[config.mk]
export PLATFORM = sky130hd
export DESIGN_NAME = swc_sleep_ctrl
export DESIGN_NICKNAME = d
export VERILOG_FILES = /design/src/logic/swc_pkg.sv /design/src/logic/swc_pin_sync.sv /design/src/logic/swc_sleep_ctrl.sv
export SDC_FILE = /design/constraint.sdc
export NUM_CORES = 1
export LEC_CHECK = 0
export BUFFER_PORTS_ARGS = -buffer_cell sky130_fd_sc_hd__buf_2
export CAP_MARGIN = 20
export CORE_MARGIN = 10
export CORE_UTILIZATION = 24
export CTS_CLUSTER_SIZE = 20
export DETAILED_ROUTE_END_ITERATION = 10
export GPL_TIMING_DRIVEN = 0
export PLACE_DENSITY_LB_ADDON = 0.05
export RECOVER_POWER = 100
export SLEW_MARGIN = 20
export SYNTH_ARGS = -nofsm -noshare
export SYNTH_HDL_FRONTEND = slang
export SYNTH_SLANG_ARGS = --single-unit
[constraint.sdc]
create_clock -name mclk_i -period 2.5 [get_ports mclk_i]
set_input_delay 0.125 -clock mclk_i [delete_from_list [all_inputs] [get_ports mclk_i]]
set_output_delay 0.125 -clock mclk_i [all_outputs]
set_load 0.005 [all_outputs]
[src/logic/swc_pkg.sv]
package swc_pkg;
  // APB register map
  localparam logic [7:0] SWC_CTRL_OFS = 8'h00;
  localparam logic [7:0] SWC_WAKE_EN_OFS = 8'h04;
  localparam logic [7:0] SWC_SLEEP_STAT_OFS = 8'h08;
  localparam logic [7:0] SWC_IRQ_STAT_OFS = 8'h0c;
  localparam logic [7:0] SWC_IRQ_MASK_OFS = 8'h10;

  // Control register fields
  localparam int SWC_CTRL_WDT_EN_BIT = 0;
  localparam logic [31:0] SWC_CTRL_RESET = 32'h0000_0000;

  // Wake enable fields: ext pin, port change, then peripherals
  localparam int SWC_WEN_EXT_BIT = 0;
  localparam int SWC_WEN_PCH_BIT = 1;
  localparam int SWC_WEN_PER_LSB = 2;
  localparam int SWC_NUM_PERIPH = 9;
  localparam int SWC_WEN_W = SWC_WEN_PER_LSB + SWC_NUM_PERIPH;
  localparam logic [SWC_WEN_W-1:0] SWC_WEN_RESET = 11'h000;

  // Sleep status fields
  localparam int SWC_ST_ASLEEP_BIT = 0;
  localparam int SWC_ST_PD_BIT = 3;
  localparam int SWC_ST_TO_BIT = 4;
  localparam logic SWC_PD_RESET = 1'b1;
  localparam logic SWC_TO_RESET = 1'b1;

  // Interrupt status fields
  localparam int SWC_IRQ_EXT_BIT = 0;
  localparam int SWC_IRQ_PCH_BIT = 1;
  localparam int SWC_IRQ_WDT_BIT = 2;
  localparam int SWC_IRQ_WAKE_BIT = 3;
  localparam int SWC_IRQ_MASTER_CLEAR_PIN_BIT = 4;
  localparam int SWC_IRQ_NOP_BIT = 5;
  localparam int SWC_IRQ_W = 6;
  localparam logic [SWC_IRQ_W-1:0] SWC_IRQ_RESET = 6'h00;

  // Port and program counter widths
  localparam int SWC_PORT_W = 8;
  localparam int SWC_PORTB_W = 4;
  localparam int SWC_PC_W = 13;
  localparam logic [SWC_PC_W-1:0] SWC_IRQ_VECTOR = 13'h0004;
  localparam logic [SWC_PC_W-1:0] SWC_PC_RESET = 13'h0000;

  // Watchdog period
  localparam int SWC_CLK_HZ = 50_000_000;
  localparam int SWC_WDT_PERIOD_MS = 18;
  localparam int SWC_WDT_CYCLES = SWC_CLK_HZ / 1000 * SWC_WDT_PERIOD_MS;
  localparam int SWC_WDT_W = 24;

  typedef enum logic [1:0] {
    SWC_RUN,
    SWC_ASLEEP,
    SWC_WAKE_EXEC
  } swc_state_t;
endpackage

[src/logic/swc_pin_sync.sv]
`timescale 1ns/1ps
module swc_pin_sync #(
  parameter int W = 1
) (
  input wire logic mclk_i, // System clock
  input wire logic reset_i, // Synchronous reset
  input wire logic [W-1:0] pin_i, // Asynchronous pins
  output logic [W-1:0] level_o // Qualified levels
);
  logic [W-1:0] stage1;
  logic [W-1:0] stage2;
  logic [W-1:0] stage3;

  always_ff @(posedge mclk_i)
  begin
    if (reset_i)
    begin
      stage1 <= '0;
      stage2 <= '0;
      stage3 <= '0;
    end
    else
    begin
      stage1 <= pin_i;
      stage2 <= stage1;
      stage3 <= stage2;
    end
  end

  // Level moves only when the two later stages agree
  always_ff @(posedge mclk_i)
  begin
    if (reset_i)
      level_o <= '0;
    else
    begin
      for (int i = 0; i < W; i++)
      begin
        if (stage2[i] == stage3[i])
          level_o[i] <= stage3[i];
      end
    end
  end
endmodule

[src/logic/swc_sleep_ctrl.sv]
// Contract
// RULE1: Sleep entered only by sleep instruction
// RULE2: Entry clears watchdog, PD low, TO high, oscillator off
// RULE3: Ports hold pre-sleep drive during sleep
// RULE4: Wake on reset pin, watchdog, interrupts
// RULE5: Reset pin resets; others continue execution
// RULE6: PD set at power-up, cleared on sleep
// RULE7: Watchdog wake clears TO
// RULE8: Listed peripheral interrupts can wake device
// RULE9: Clocked peripherals raise nothing while asleep
// RULE10: Prefetch next address during sleep instruction
// RULE11: Source enable needed; global enable ignored
// RULE12: Global enable clear: continue after sleep
// RULE13: Global enable set: one instruction, then vector
// RULE14: Pending interrupt makes sleep a no-operation
// RULE15: Interrupt during sleep: finish entry, wake
// RULE16: Software puts no-op after sleep
// RULE17: Software clears watchdog before sleep
// RULE18: Reset pin held high throughout sleep
// RULE19: Wake detection combinational from enable and flags
//
// The APB slave port and the register addresses are this design's own decisions.
`timescale 1ns/1ps
module swc_sleep_ctrl
  import swc_pkg::*;
#(
  parameter int WDT_CYCLES = SWC_WDT_CYCLES
) (
  input wire logic mclk_i, // 50 MHz clock
  input wire logic reset_i, // Power-on reset, sync high
  input wire logic psel_i, // APB select
  input wire logic penable_i, // APB enable
  input wire logic pwrite_i, // APB direction
  input wire logic [7:0] paddr_i, // APB byte address
  input wire logic [31:0] pwdata_i, // APB write data
  output logic [31:0] prdata_o, // APB read data
  output logic pready_o, // APB ready
  output logic pslverr_o, // APB error
  output logic irq_o, // Level interrupt
  input wire logic sleep_exec_i, // Core executes sleep, pulse
  input wire logic watchdog_clear_instruction_i, // Core executes watchdog clear, pulse
  input wire logic instr_done_i, // Core finished an instruction, pulse
  input wire logic global_irq_enable_i, // Core global enable
  input wire logic [SWC_PC_W-1:0] program_counter_i, // Address of current instruction
  input wire logic master_clear_pin_n_i, // Reset pin, low active
  input wire logic external_irq_pin_i, // External interrupt pin
  input wire logic [SWC_PORTB_W-1:0] portb_pin_i, // Port-change pins
  input wire logic [SWC_NUM_PERIPH-1:0] periph_wake_flag_i, // Sleep-capable flags
  input wire logic periph_clocked_flag_i, // Flags of clocked peripherals
  input wire logic [SWC_PORT_W-1:0] port_out_i, // Core port data
  input wire logic [SWC_PORT_W-1:0] port_oe_i, // Core port enables
  output logic [SWC_PORT_W-1:0] port_out_o, // Pad data
  output logic [SWC_PORT_W-1:0] port_oe_o, // Pad enables
  output logic osc_drive_o, // Oscillator driver on
  output logic core_reset_o, // Full device reset
  output logic wdt_reset_o, // Watchdog reset while running, pulse
  output logic sleep_nop_o, // Sleep taken as no-op, pulse
  output logic wake_o, // Wake request, combinational
  output logic resume_o, // Continue execution, pulse
  output logic [SWC_PC_W-1:0] fetch_addr_o, // Address to fetch
  output logic vector_req_o, // Branch to vector, pulse
  output logic [SWC_PC_W-1:0] vector_addr_o, // Interrupt vector
  output logic core_irq_o, // Enabled interrupt to core
  output logic power_down_flag_o, // Status bit 3
  output logic timeout_flag_o // Status bit 4
);
  localparam logic [SWC_WDT_W-1:0] WDT_LAST = SWC_WDT_W'(WDT_CYCLES - 1);

  swc_state_t state;
  logic ext_lvl;
  logic ext_lvl_q;
  logic master_clear_pin_n_lvl;
  logic [SWC_PORTB_W-1:0] pb_lvl;
  logic [SWC_PORTB_W-1:0] pb_lvl_q;
  logic wdt_en;
  logic [SWC_WEN_W-1:0] wake_en;
  logic [SWC_IRQ_W-1:0] irq_stat;
  logic [SWC_IRQ_W-1:0] irq_mask;
  logic [SWC_IRQ_W-1:0] irq_snap;
  logic [SWC_IRQ_W-1:0] irq_set;
  logic [SWC_IRQ_W-1:0] irq_clr;
  logic [SWC_WDT_W-1:0] wdt_cnt;
  logic wdt_tick;
  logic ext_flag;
  logic pch_flag;
  logic pending;
  logic asleep;
  logic master_clear_pin_active;
  logic enter_sleep;
  logic nop_sleep;
  logic wdt_wake;
  logic int_wake;
  logic setup_ph;
  logic access_ph;
  logic addr_ok;
  logic irq_read;

  swc_pin_sync #(
    .W(SWC_PORTB_W + 2)
  ) u_sync (
    .mclk_i(mclk_i),
    .reset_i(reset_i),
    .pin_i({portb_pin_i, external_irq_pin_i, master_clear_pin_n_i}),
    .level_o({pb_lvl, ext_lvl, master_clear_pin_n_lvl})
  );

  assign asleep = (state == SWC_ASLEEP);
  assign master_clear_pin_active = ~master_clear_pin_n_lvl;
  assign ext_flag = irq_stat[SWC_IRQ_EXT_BIT];
  assign pch_flag = irq_stat[SWC_IRQ_PCH_BIT];

  // Enabled pending interrupt, no clock needed
  assign pending = (ext_flag & wake_en[SWC_WEN_EXT_BIT]) // RULE11
    | (pch_flag & wake_en[SWC_WEN_PCH_BIT])
    | (|(periph_wake_flag_i & wake_en[SWC_WEN_PER_LSB +: SWC_NUM_PERIPH])); // RULE8
  assign core_irq_o = pending | (periph_clocked_flag_i & ~asleep); // RULE9

  assign wdt_tick = wdt_en & (wdt_cnt == WDT_LAST);
  assign nop_sleep = (state == SWC_RUN) & sleep_exec_i & pending & ~master_clear_pin_active; // RULE14
  assign enter_sleep = (state == SWC_RUN) & sleep_exec_i & ~pending & ~master_clear_pin_active; // RULE1
  assign int_wake = asleep & pending; // RULE15
  assign wdt_wake = asleep & wdt_tick & ~pending; // RULE4
  assign wake_o = int_wake | wdt_wake; // RULE19

  // Sleep sequencing
  always_ff @(posedge mclk_i)
  begin
    if (reset_i || master_clear_pin_active) // RULE5
      state <= SWC_RUN;
    else
    begin
      case (state)
        SWC_RUN:
        begin
          if (enter_sleep)
            state <= SWC_ASLEEP;
        end
        SWC_ASLEEP:
        begin
          if (wake_o && global_irq_enable_i)
            state <= SWC_WAKE_EXEC; // RULE13
          else if (wake_o)
            state <= SWC_RUN; // RULE12
        end
        SWC_WAKE_EXEC:
        begin
          if (instr_done_i)
            state <= SWC_RUN;
        end
        default:
          state <= SWC_RUN;
      endcase
    end
  end

  // Core-facing pulses
  always_ff @(posedge mclk_i)
  begin
    if (reset_i)
    begin
      resume_o <= 1'b0;
      vector_req_o <= 1'b0;
      sleep_nop_o <= 1'b0;
      wdt_reset_o <= 1'b0;
    end
    else
    begin
      resume_o <= wake_o & ~master_clear_pin_active; // RULE5
      vector_req_o <= (state == SWC_WAKE_EXEC) & instr_done_i & ~master_clear_pin_active; // RULE13
      sleep_nop_o <= nop_sleep;
      wdt_reset_o <= (state != SWC_ASLEEP) & wdt_tick & ~master_clear_pin_active;
    end
  end

  always_ff @(posedge mclk_i)
  begin
    if (reset_i)
      fetch_addr_o <= SWC_PC_RESET;
    else if (sleep_exec_i && state == SWC_RUN)
      fetch_addr_o <= program_counter_i + SWC_PC_W'(1); // RULE10
  end

  assign vector_addr_o = SWC_IRQ_VECTOR;

  always_ff @(posedge mclk_i)
  begin
    if (reset_i)
      core_reset_o <= 1'b1;
    else
      core_reset_o <= master_clear_pin_active; // RULE5
  end

  always_ff @(posedge mclk_i)
  begin
    if (reset_i)
      osc_drive_o <= 1'b1;
    else if (enter_sleep)
      osc_drive_o <= 1'b0; // RULE2
    else if (wake_o || master_clear_pin_active)
      osc_drive_o <= 1'b1;
  end

  // Pads keep pre-sleep drive
  always_ff @(posedge mclk_i)
  begin
    if (reset_i)
    begin
      port_out_o <= '0;
      port_oe_o <= '0;
    end
    else if (!asleep || master_clear_pin_active)
    begin
      port_out_o <= port_out_i; // RULE3
      port_oe_o <= port_oe_i;
    end
  end

  // Watchdog keeps running in sleep
  always_ff @(posedge mclk_i)
  begin
    if (reset_i || master_clear_pin_active || !wdt_en)
      wdt_cnt <= '0;
    else if (watchdog_clear_instruction_i || enter_sleep || wdt_tick)
      wdt_cnt <= '0; // RULE2
    else
      wdt_cnt <= wdt_cnt + SWC_WDT_W'(1);
  end

  // Power-down flag survives the reset pin
  always_ff @(posedge mclk_i)
  begin
    if (reset_i)
      power_down_flag_o <= SWC_PD_RESET; // RULE6
    else if (enter_sleep)
      power_down_flag_o <= 1'b0; // RULE6
  end

  always_ff @(posedge mclk_i)
  begin
    if (reset_i)
      timeout_flag_o <= SWC_TO_RESET;
    else if (enter_sleep)
      timeout_flag_o <= 1'b1; // RULE2
    else if (wdt_tick && !master_clear_pin_active)
      timeout_flag_o <= 1'b0; // RULE7
  end

  // Edge history for event detection
  always_ff @(posedge mclk_i)
  begin
    if (reset_i)
    begin
      ext_lvl_q <= 1'b0;
      pb_lvl_q <= '0;
    end
    else
    begin
      ext_lvl_q <= ext_lvl;
      pb_lvl_q <= pb_lvl;
    end
  end

  // APB slave
  assign setup_ph = psel_i & ~penable_i;
  assign access_ph = psel_i & penable_i;
  assign pready_o = 1'b1;
  assign addr_ok = (paddr_i == SWC_CTRL_OFS) | (paddr_i == SWC_WAKE_EN_OFS)
    | (paddr_i == SWC_SLEEP_STAT_OFS) | (paddr_i == SWC_IRQ_STAT_OFS)
    | (paddr_i == SWC_IRQ_MASK_OFS);
  assign pslverr_o = access_ph & ~addr_ok;
  assign irq_read = access_ph & ~pwrite_i & (paddr_i == SWC_IRQ_STAT_OFS);

  always_ff @(posedge mclk_i)
  begin
    if (reset_i)
    begin
      prdata_o <= '0;
      irq_snap <= '0;
    end
    else if (setup_ph)
    begin
      prdata_o <= '0;
      irq_snap <= '0;
      case (paddr_i)
        SWC_CTRL_OFS:
          prdata_o[SWC_CTRL_WDT_EN_BIT] <= wdt_en;
        SWC_WAKE_EN_OFS:
          prdata_o[SWC_WEN_W-1:0] <= wake_en;
        SWC_SLEEP_STAT_OFS:
        begin
          prdata_o[SWC_ST_ASLEEP_BIT] <= asleep;
          prdata_o[SWC_ST_PD_BIT] <= power_down_flag_o;
          prdata_o[SWC_ST_TO_BIT] <= timeout_flag_o;
        end
        SWC_IRQ_STAT_OFS:
        begin
          prdata_o[SWC_IRQ_W-1:0] <= irq_stat;
          irq_snap <= irq_stat;
        end
        SWC_IRQ_MASK_OFS:
          prdata_o[SWC_IRQ_W-1:0] <= irq_mask;
        default:
          prdata_o <= '0;
      endcase
    end
  end

  always_ff @(posedge mclk_i)
  begin
    if (reset_i)
      wdt_en <= SWC_CTRL_RESET[SWC_CTRL_WDT_EN_BIT];
    else if (access_ph && pwrite_i && paddr_i == SWC_CTRL_OFS)
      wdt_en <= pwdata_i[SWC_CTRL_WDT_EN_BIT];
  end

  always_ff @(posedge mclk_i)
  begin
    if (reset_i)
      wake_en <= SWC_WEN_RESET;
    else if (access_ph && pwrite_i && paddr_i == SWC_WAKE_EN_OFS)
      wake_en <= pwdata_i[SWC_WEN_W-1:0];
  end

  always_ff @(posedge mclk_i)
  begin
    if (reset_i)
      irq_mask <= SWC_IRQ_RESET;
    else if (access_ph && pwrite_i && paddr_i == SWC_IRQ_MASK_OFS)
      irq_mask <= pwdata_i[SWC_IRQ_W-1:0];
  end

  // Sticky events; set wins over read-clear
  always_comb
  begin
    irq_set = '0;
    irq_set[SWC_IRQ_EXT_BIT] = ext_lvl & ~ext_lvl_q; // RULE4
    irq_set[SWC_IRQ_PCH_BIT] = |(pb_lvl ^ pb_lvl_q); // RULE4
    irq_set[SWC_IRQ_WDT_BIT] = wdt_wake;
    irq_set[SWC_IRQ_WAKE_BIT] = wake_o;
    irq_set[SWC_IRQ_MASTER_CLEAR_PIN_BIT] = master_clear_pin_active;
    irq_set[SWC_IRQ_NOP_BIT] = nop_sleep;
    irq_clr = irq_read ? irq_snap : '0;
  end

  always_ff @(posedge mclk_i)
  begin
    if (reset_i)
      irq_stat <= SWC_IRQ_RESET;
    else
      irq_stat <= (irq_stat & ~irq_clr) | irq_set;
  end

  assign irq_o = |(irq_stat & irq_mask);
endmodule

# Word-level counts from Yosys, hierarchy flattened
# Cells that the tools add are included.
# word_totals
ff_bits	133
in_bits	94
out_inout_bits	87
wordCells	131
# op_classes
addsub	2
eq_ne	17
n_mux	14
n_bitwise	44
reduce_logical	24
# ops
operator	n
adder 24 x 1 -> 24 bit (second input constant)	1
== test 24 x 20 -> 1 bit (second input constant)	1
bitwise AND 1 bit	23
== test 8 x 4 -> 1 bit (second input constant)	2
adder 13 x 1 -> 13 bit (second input constant)	1
bitwise AND 6 bit	2
2-to-1 mux 6 bit	2
one-hot mux 2 bit (3 select lines)	2
bitwise AND 9 bit	1
OR reduction 9 bit	1
== test 8 x 3 -> 1 bit (second input constant)	1
== test 8 x 5 -> 1 bit (second input constant)	1
logical NOT 8 bit	1
2-to-1 mux 2 bit	4
bitwise OR 1 bit	8
one-hot mux 2 bit (4 select lines)	1
logical AND 1 bit	7
inverter 1 bit	7
== test 1 bit	6
logical OR 1 bit	6
inverter 6 bit	1
bitwise OR 6 bit	1
OR reduction 6 bit	1
2-to-1 mux 5 bit	1
other kinds (15)	19

# Longest topological paths before layout
# Gate-level depths: netlist (run 1).
# logic_depth
depth_word	9
mapped_depth	7
ltp_nobuf	6

# Modules after synthesis
# A second synthesis (run 1) with hierarchy kept.
# unflattened
hier_cells	619
hier_area_um2	5572.8
# modules_own_cells
mod	n_inst	cells_each	area_each_um2	seq_area_each_um2
swc_sleep_ctrl	1	557	4852.2	2182.1
swc_pin_sync	1	62	720.7	480.5

# Worst setup path before layout (run 1)
# OpenSTA, ideal clock, no wires.
# synth_timing
path_type	in2reg
startpoint	input port paddr_i[0]
endpoint	register wake_en[4]
setup_ns	0.138
t_arrival_ns	1.659
t_required_ns	2.362
setup_slack_ns	0.703
cell_stages	7
path_buffers	2
path_cell_list	or2_1 -> or4_1 -> buf_2 -> or4_4 -> buf_6 -> nand2_2 -> a21oi_2
# synth_via
elab_chain_len	2
# synth_lines
element	line	text
start, declared	swc_sleep_ctrl.sv:34	input wire logic [7:0] paddr_i,
== test 8 x 3 -> 1 bit	swc_sleep_ctrl.sv:320	else if (access_ph && pwrite_i && paddr_i == SWC_WAKE_EN_OFS)
logical AND 1 bit	swc_sleep_ctrl.sv:320	
end signal, assigned	swc_sleep_ctrl.sv:321	wake_en <= pwdata_i[SWC_WEN_W-1:0];
end, declared	swc_sleep_ctrl.sv:76	logic [SWC_WEN_W-1:0] wake_en;
# Every way passes these cells.
# A chain may end at the register's enable or synchronous reset.

# Final worst setup path (run 1)
# layout_timing
startpoint	register wake_en[5]
endpoint	output port wake_o
# layout_via
elab_chain_len	6
word_cells_on_any_way	7
cone_classes	6 x bitwise; 1 x reduce/logical
# layout_lines
element	line	text
bitwise AND 9 bit (*)	swc_sleep_ctrl.sv:115	| (|(periph_wake_flag_i & wake_en[SWC_WEN_PER_LSB +: SWC_NUM_PERIPH]));
OR reduction 9 bit (*)	swc_sleep_ctrl.sv:115	
bitwise OR 1 bit (*)	swc_sleep_ctrl.sv:115	
inverter 1 bit	swc_sleep_ctrl.sv:122	assign wdt_wake = asleep & wdt_tick & ~pending;
bitwise AND 1 bit	swc_sleep_ctrl.sv:122	
bitwise OR 1 bit (*)	swc_sleep_ctrl.sv:123	assign wake_o = int_wake | wdt_wake;
end, declared	swc_sleep_ctrl.sv:58	output logic wake_o,
# Every way passes the cells marked *; elsewhere a longest branch is shown, timed or not.

==> results.json, run 1 <==
{
  "viasPerCell": 4.27,
  "fin_area_sq_um": 7680,
  "grt_start_max_net_pins": 17,
  "grt_pass1_wl_um": 28700,
  "synth_fa_ha_area_share_pct": 0.446,
  "synth_top_area_share_pct": 47.5,
  "synth-simple-area-share_pct": 23.7,
  "synth_top_cells_by_area": "dfxtp_1, nand2_1, buf_4",
  "placed_area_sq_um": 6730,
  "final_max_slew_viol_count": 0,
  "worstMarginPinSlew_ns": 1.13,
  "ir_drop_v": 0.000440,
  "synth_cells": 640,
  "synth_xor_area_share_pct": 5.78,
  "synth_area_sq_um": 5610,
  "crit_chain": "a222oi_1, and3_1, nand2_1, o21ai_2, inv_1, clkbuf_1",
  "nNetsFinal": 946,
  "path_clk_slew_ns": 0.06,
  "p_leak_nw": 3.02,
  "power_density_nw_per_um2": 699,
  "r2r-start": "wdt_cnt[0]",
  "fp.dieW_um": 173,
  "cp.required_ns": 2.38,
  "synth_compound_area_share_pct": 12.7,
  "start_util_pct": 24.6,
  "hold_end": "fetch_addr_o[5]",
  "max-clock-path-buffers": 2,
  "setup_tns_ns": 0,
  "cts_sinks": 133,
  "crit_family": "compound AO/OA/AOI/OAI gates",
  "fin_ws_ns": 0.200,
  "cpPeakStageDelay_ns": 0.35,
  "synth_top_family_by_area": "simple AND/OR/NAND/NOR gates",
  "yosys_register_bits": 133,
  "routabilityCongestion": 0.738,
  "dp_hpwl_um": 13600,
  "dpl_worst_slack_ns": -0.0706,
  "cts_made_buffers": 17,
  "worstSetupPathDepth": 6,
  "layout-drive-gt1-share_pct": 18.3,
  "slowest_stage": "dfxtp_1",
  "io_buffers": 122,
  "grt_overflow": 0,
  "finalHoldViolations": 0,
  "arrival_ns": 2.18,
  "timing.final.crit_share_pct": 92.0,
  "ys_seq_area_share_pct": 47.5,
  "postRouteWirelength_um": 17900,
  "r2r_setup_slack_ns": 0.35,
  "drc_errors": 0,
  "min_from": "program_counter_i[5]",
  "timing.rr.end": "wdt_cnt[21]",
  "ant_nets": 0,
  "pin_count": 181,
  "clk_latency_ns": 0.43,
  "place_inst": 1108,
  "critical_path_class": "flip-flop to primary output",
  "critPathCaptureType": "primary output",
  "synth_top_area_cell": "dfxtp_1",
  "critPathBufInv": 2,
  "grt_pass1_vias": 5195,
  "rows": 55,
  "post_cts_buffers": 0,
  "slew_headroom_pct": 23.7,
  "die_h_um": 173,
  "n_antenna_cell": 0,
  "final.min_clock_period_ns": 2.30,
  "grt_usage_pct": 12.0,
  "drtIter0Drc": 233,
  "outcome": "complete, no violations",
  "hold_depth": 3,
  "dr.pass1.iters": 5,
  "fin_cells": 1176,
  "min_path_type": "input port to flip-flop",
  "antenna_found_initial": 0,
  "rsz0062_at_grt": "false",
  "async_flop_share_pct": 0,
  "dieArea_sq_um": 29900,
  "setup_viol": 0,
  "synthMuxAreaShare_pct": 1.96,
  "vias": 5023,
  "fin_total_pwr_mw": 5.36,
  "syn_area_per_cell_sq_um": 8.76,
  "root_buffer": "clkbuf_16",
  "reg2reg_depth": 6,
  "ys.flop_type": "dfxtp_1",
  "max-cap-violations": 0,
  "core_area_sq_um": 22800,
  "avgRoutedWirePerCell_um": 15.2,
  "synth_edf_count": 0,
  "fmax_mhz": 435,
  "cts_tree": "built",
  "crit_path_max_fanout": 5,
  "start_kind": "flip-flop",
  "ys_warn_count": 0,
  "synthDistinctLibCells": 48,
  "syn_to_final_growth_pct": 37.0,
  "skew_ns": 0.0132,
  "ctsHtreeMaxLevel": 4
}
[sequential cells by signal, indices dropped and copies added (netlist names), 2 cells and up]
name,cells
wdt_cnt,24
fetch_addr_o,13
prdata_o,11
wake_en,11
port_oe_o,8
port_out_o,8
irq_mask,6
irq_snap,6
irq_stat,6
u_sync.level_o,6
u_sync.stage1,6
u_sync.stage2,6
u_sync.stage3,6
pb_lvl_q,4
state,2
[layout by cell type (no fill, tap or decap), types with 4 or more instances in the layout]
cell type / count
a21oi_1: 45
a211oi_1: 12
nand4_1: 15
inv_1: 14
and3_1: 9
mux2i_1: 11
nor3_1: 4
conb_1: 35
bufinv_16: 5
xor2_1: 29
and4_1: 4
nand2_1: 76
buf_4: 35
nor2b_1: 30
nor2_1: 62
o21ai_0: 19
nor4_1: 6
a22oi_1: 15
nand2b_1: 5
nand2_2: 10
xnor2_1: 8
dfxtp_1: 133
clkbuf_16: 17
dlygate4sd3_1: 36
a22o_1: 5
clkbuf_1: 77
buf_2: 71
nand3_1: 29
[area by class of cell]
cell class | instances | area [sq um]
clock buffer | 20 | 467
timing repair buffer | 158 | 906
tap | 313 | 392
inverter | 14 | 52.6
multi-input combinational | 462 | 2630
sequential | 133 | 2660
fill | 2489 | 15100
buffer | 64 | 375
clock inverter | 12 | 198
[timing repair]
item,in CTS,in global routing
resized for setup,4,2
hold endpoints to repair,42,0
endpoints found under the setup margin,4,5
hold buffers,36,0
gates cloned,0,0
[worst register-to-register path, cell delays in order (launching register included)]
cell	delay, ns
dfxtp_1	0.40
ha_1	0.28
nand3_1	0.21
nor4_4	0.43
nand3b_1	0.32
clkbuf_2	0.31
nor2_1	0.08
[per-layer routing]
metal | global-route usage (%) | share of wire [%]
met1 | 14.6 | 47
met2 | 19.5 | 47
met3 | 4.03 | 5.2
met4 | 3.67 | 0.81
met5 | 0 | 0
[report_power, final]
part | internal (mW) | switching (mW) | total, mW
logic | 0.170 | 0.174 | 0.344
clock network | 1.85 | 0.983 | 2.83
registers | 2.16 | 0.0220 | 2.18
total | 4.18 | 1.18 | 5.36
[kinds of logic (layout without fill, tap and decap cells)]
kind of cell	count (synthesis)	after routing
compound gates	110	110
xor+xnor	37	37
fa+ha+maj	2	2
buf+inv	78	268
flops	133	133
mux	11	11
other cells	2	35
simple gates	267	267
[how the worst max path moves through the flow]
stage,slack [ns],to,startpoint
final,0.20,wake_o,wake_en[5]
after detailed placement,-0.07,wake_o,irq_stat[0]
after global routing,0.05,wake_o,wake_en[5]
after floorplan,0.70,wake_en[4],paddr_i[0]
after global placement,-0.04,wake_o,irq_stat[0]
after CTS,0.09,wake_o,irq_stat[0]
[stage by stage]
step | utilization [%] | hold WS (ns)
2_1_floorplan | - | 0.221
3_3_place_gp | 29.6 | 0.335
3_5_place_dp | 29.6 | 0.335
4_1_cts | 34.1 | 0.0136
5_1_grt | 33.7 | 0.0235
6_report | 33.7 | 0.0187
[Yosys cell counts, drive strengths merged, types with 5 or more instances]
master / instances
nor2: 62
and3: 9
a21oi: 47
nand4: 15
mux2i: 11
nor4: 8
xnor2: 8
a211oi: 12
a22o: 5
nand2b: 5
buf: 43
nand3: 29
nor2b: 30
inv: 14
nand2: 86
o21ai: 20
xor2: 29
a22oi: 15
clkbuf: 21
dfxtp: 133
No activity file was read; power rests on OpenSTA's default activity.
==> run 2: changes to the inputs <==
Settings changed: REMOVE_ABC_BUFFERS from default to 1.
==> run 2 against run 1 <==
First-iteration DRC count decreased by 2.6%. Critical endpoint unchanged. Global-route usage shrank 0.79 points. Design area is 5.3% lower. Sequential power about the same. Hold slack improved by 0.010 ns. Combinational power down 15%. Sequential cell count stayed put. Clock power fell by 19%. Critical path depth unchanged. Register-to-register slack worse by 0.11 ns. Core utilization fell by 1.8 points.
==> results.json, run 2 (synthesis results as in run 1) <==
{
  "rsz0062_at_grt": "false",
  "drtIter0Drc": 227,
  "final.min_clock_period_ns": 2.27,
  "setup_viol": 0,
  "fin_area_sq_um": 7270,
  "nNetsFinal": 890,
  "cts_made_buffers": 17,
  "routabilityCongestion": 0.794,
  "finalHoldViolations": 0,
  "regMostFlops": "wdt_cnt",
  "power_switching_mw": 1.17,
  "critical_path_class": "flip-flop to primary output",
  "ir_drop_v": 0.000385,
  "p_seq_share_pct": 45.7,
  "grt_pass1_vias": 4842,
  "dr.pass1.iters": 4,
  "switching_share_pct": 24.6,
  "arrival_ns": 2.15,
  "ctsHtreeMaxLevel": 4,
  "final_common_cell": "dfxtp_1",
  "layout-drive-gt1-share_pct": 16.2,
  "min_path_type": "input port to flip-flop",
  "ant_nets": 0,
  "die_h_um": 173,
  "rows": 55,
  "fin_total_pwr_mw": 4.78,
  "timing.final.crit_share_pct": 90.9,
  "vias": 4773,
  "grt_pass1_wl_um": 27000,
  "viasPerCell": 4.26,
  "postRouteWirelength_um": 16600,
  "p_leak_nw": 2.77,
  "power_density_nw_per_um2": 657,
  "fmax_mhz": 440,
  "critPathCaptureType": "primary output",
  "root_buffer": "clkbuf_16",
  "fp.dieW_um": 173,
  "clkPwrFrac_pct": 48.2,
  "max-clock-path-buffers": 2,
  "p_int_mw": 3.60,
  "core_area_sq_um": 22800,
  "drc_errors": 0,
  "outcome": "complete, no violations",
  "avgRoutedWirePerCell_um": 14.9,
  "hold-worst-slack_ns": 0.0292,
  "path_clk_slew_ns": 0.06,
  "dp_hpwl_um": 12200,
  "largest_register_ffs": 24,
  "start_kind": "flip-flop",
  "io_buffers": 124,
  "grt_usage_pct": 11.2,
  "worstMarginPinSlew_ns": 1.30,
  "antenna_found_initial": 2,
  "dieArea_sq_um": 29900,
  "layout_common_cells": "dfxtp_1, nand2_1, buf_2",
  "pin_count": 181,
  "slew_headroom_pct": 12.6,
  "n_antenna_cell": 0,
  "clk_latency_ns": 0.42,
  "max-cap-violations": 0,
  "cts_sinks": 133,
  "reg_top3": "wdt_cnt (24), fetch_addr_o (13)",
  "grt_overflow": 0,
  "syn_to_final_growth_pct": 29.7,
  "cp.required_ns": 2.38,
  "grt_start_max_net_pins": 52,
  "cts_tree": "built",
  "pwr-share-comb_pct": 6.1,
  "skew_ns": 0.00706,
  "placed_area_sq_um": 6400,
  "final_max_slew_viol_count": 0,
  "crit_path_max_fanout": 7,
  "start_util_pct": 24.6
}
## run 2: layer usage
layer | up-vias | part of all wire, % | GRT usage (%)
met5 | - | 0.13 | 0
li1 | 2428 | - | -
met2 | 114 | 45 | 17.2
met3 | 14 | 7.5 | 5.08
met1 | 2213 | 46 | 13.6
met4 | 4 | 1.1 | 3.67
## run 2: layout make-up
| class | instances | area, sq um |
|---|---|---|
| Tap cell | 313 | 392 |
| Multi-Input combinational cell | 463 | 2650 |
| Fill cell | 2453 | 15500 |
| Sequential cell | 133 | 2660 |
| Clock inverter | 13 | 101 |
| Timing Repair Buffer | 165 | 966 |
| Clock buffer | 19 | 443 |
| Inverter | 14 | 52.6 |
## run 2: final timing paths
| path | startpoint | to | slack [ns] | depth (start not counted) |
|---|---|---|---|---|
| worst min register to register | u_sync.stage1[2] | u_sync.stage2[2] | 0.44 | 1 |
| worst max-delay path | wdt_cnt[6] | wake_o | 0.23 | 6 |
| worst max register to register | wdt_cnt[6] | wdt_cnt[7] | 0.24 | 6 |
| worst min-delay path | program_counter_i[5] | fetch_addr_o[5] | 0.03 | 3 |
## run 2: per-stage QoR
| step | setup WS (ns) | util [%] | std cells | setup TNS, ns |
|---|---|---|---|---|
| after global routing | 0.0127 | 31.9 | 1120 | 0 |
| after detailed placement | -0.201 | 28.1 | 1048 | -4.49 |
| after floorplan | 0.203 | - | 609 | 0 |
| after global placement | -0.824 | 27.9 | 1046 | -20.56 |
| after CTS | 0.142 | 32.2 | 1117 | 0 |
| final | 0.228 | 31.9 | 1120 | 0 |
## run 2: repair_timing
action | CTS | global route
pin swaps | 1 | 1
gates resized for setup | 5 | 1
setup buffers | 0 | 3
endpoints found under the hold margin | 43 | 0
cloned | 1 | 0
hold buffers | 36 | 0
setup endpoints to repair | 26 | 1
## run 2: worst max-delay path, stage by stage (launching register included)
cell and delay, ns:
dfxtp_1 0.38, nor4_1 0.41, nand4_1 0.20, nor4_4 0.41
o21ai_4 0.14, inv_1 0.07, clkbuf_1 0.11
## run 2: power by group through the flow
stage / clock [mW] / combinational, mW / sequential [mW]
5_1_grt: 2.49 / 0.330 / 2.19
6_report: 2.30 / 0.292 / 2.18
4_1_cts: 2.40 / 0.307 / 2.18
3_5_place_dp: 0 / 0.260 / 2.23
3_3_place_gp: 0 / 0.253 / 2.23
2_1_floorplan: 0 / 0.0905 / 2.23
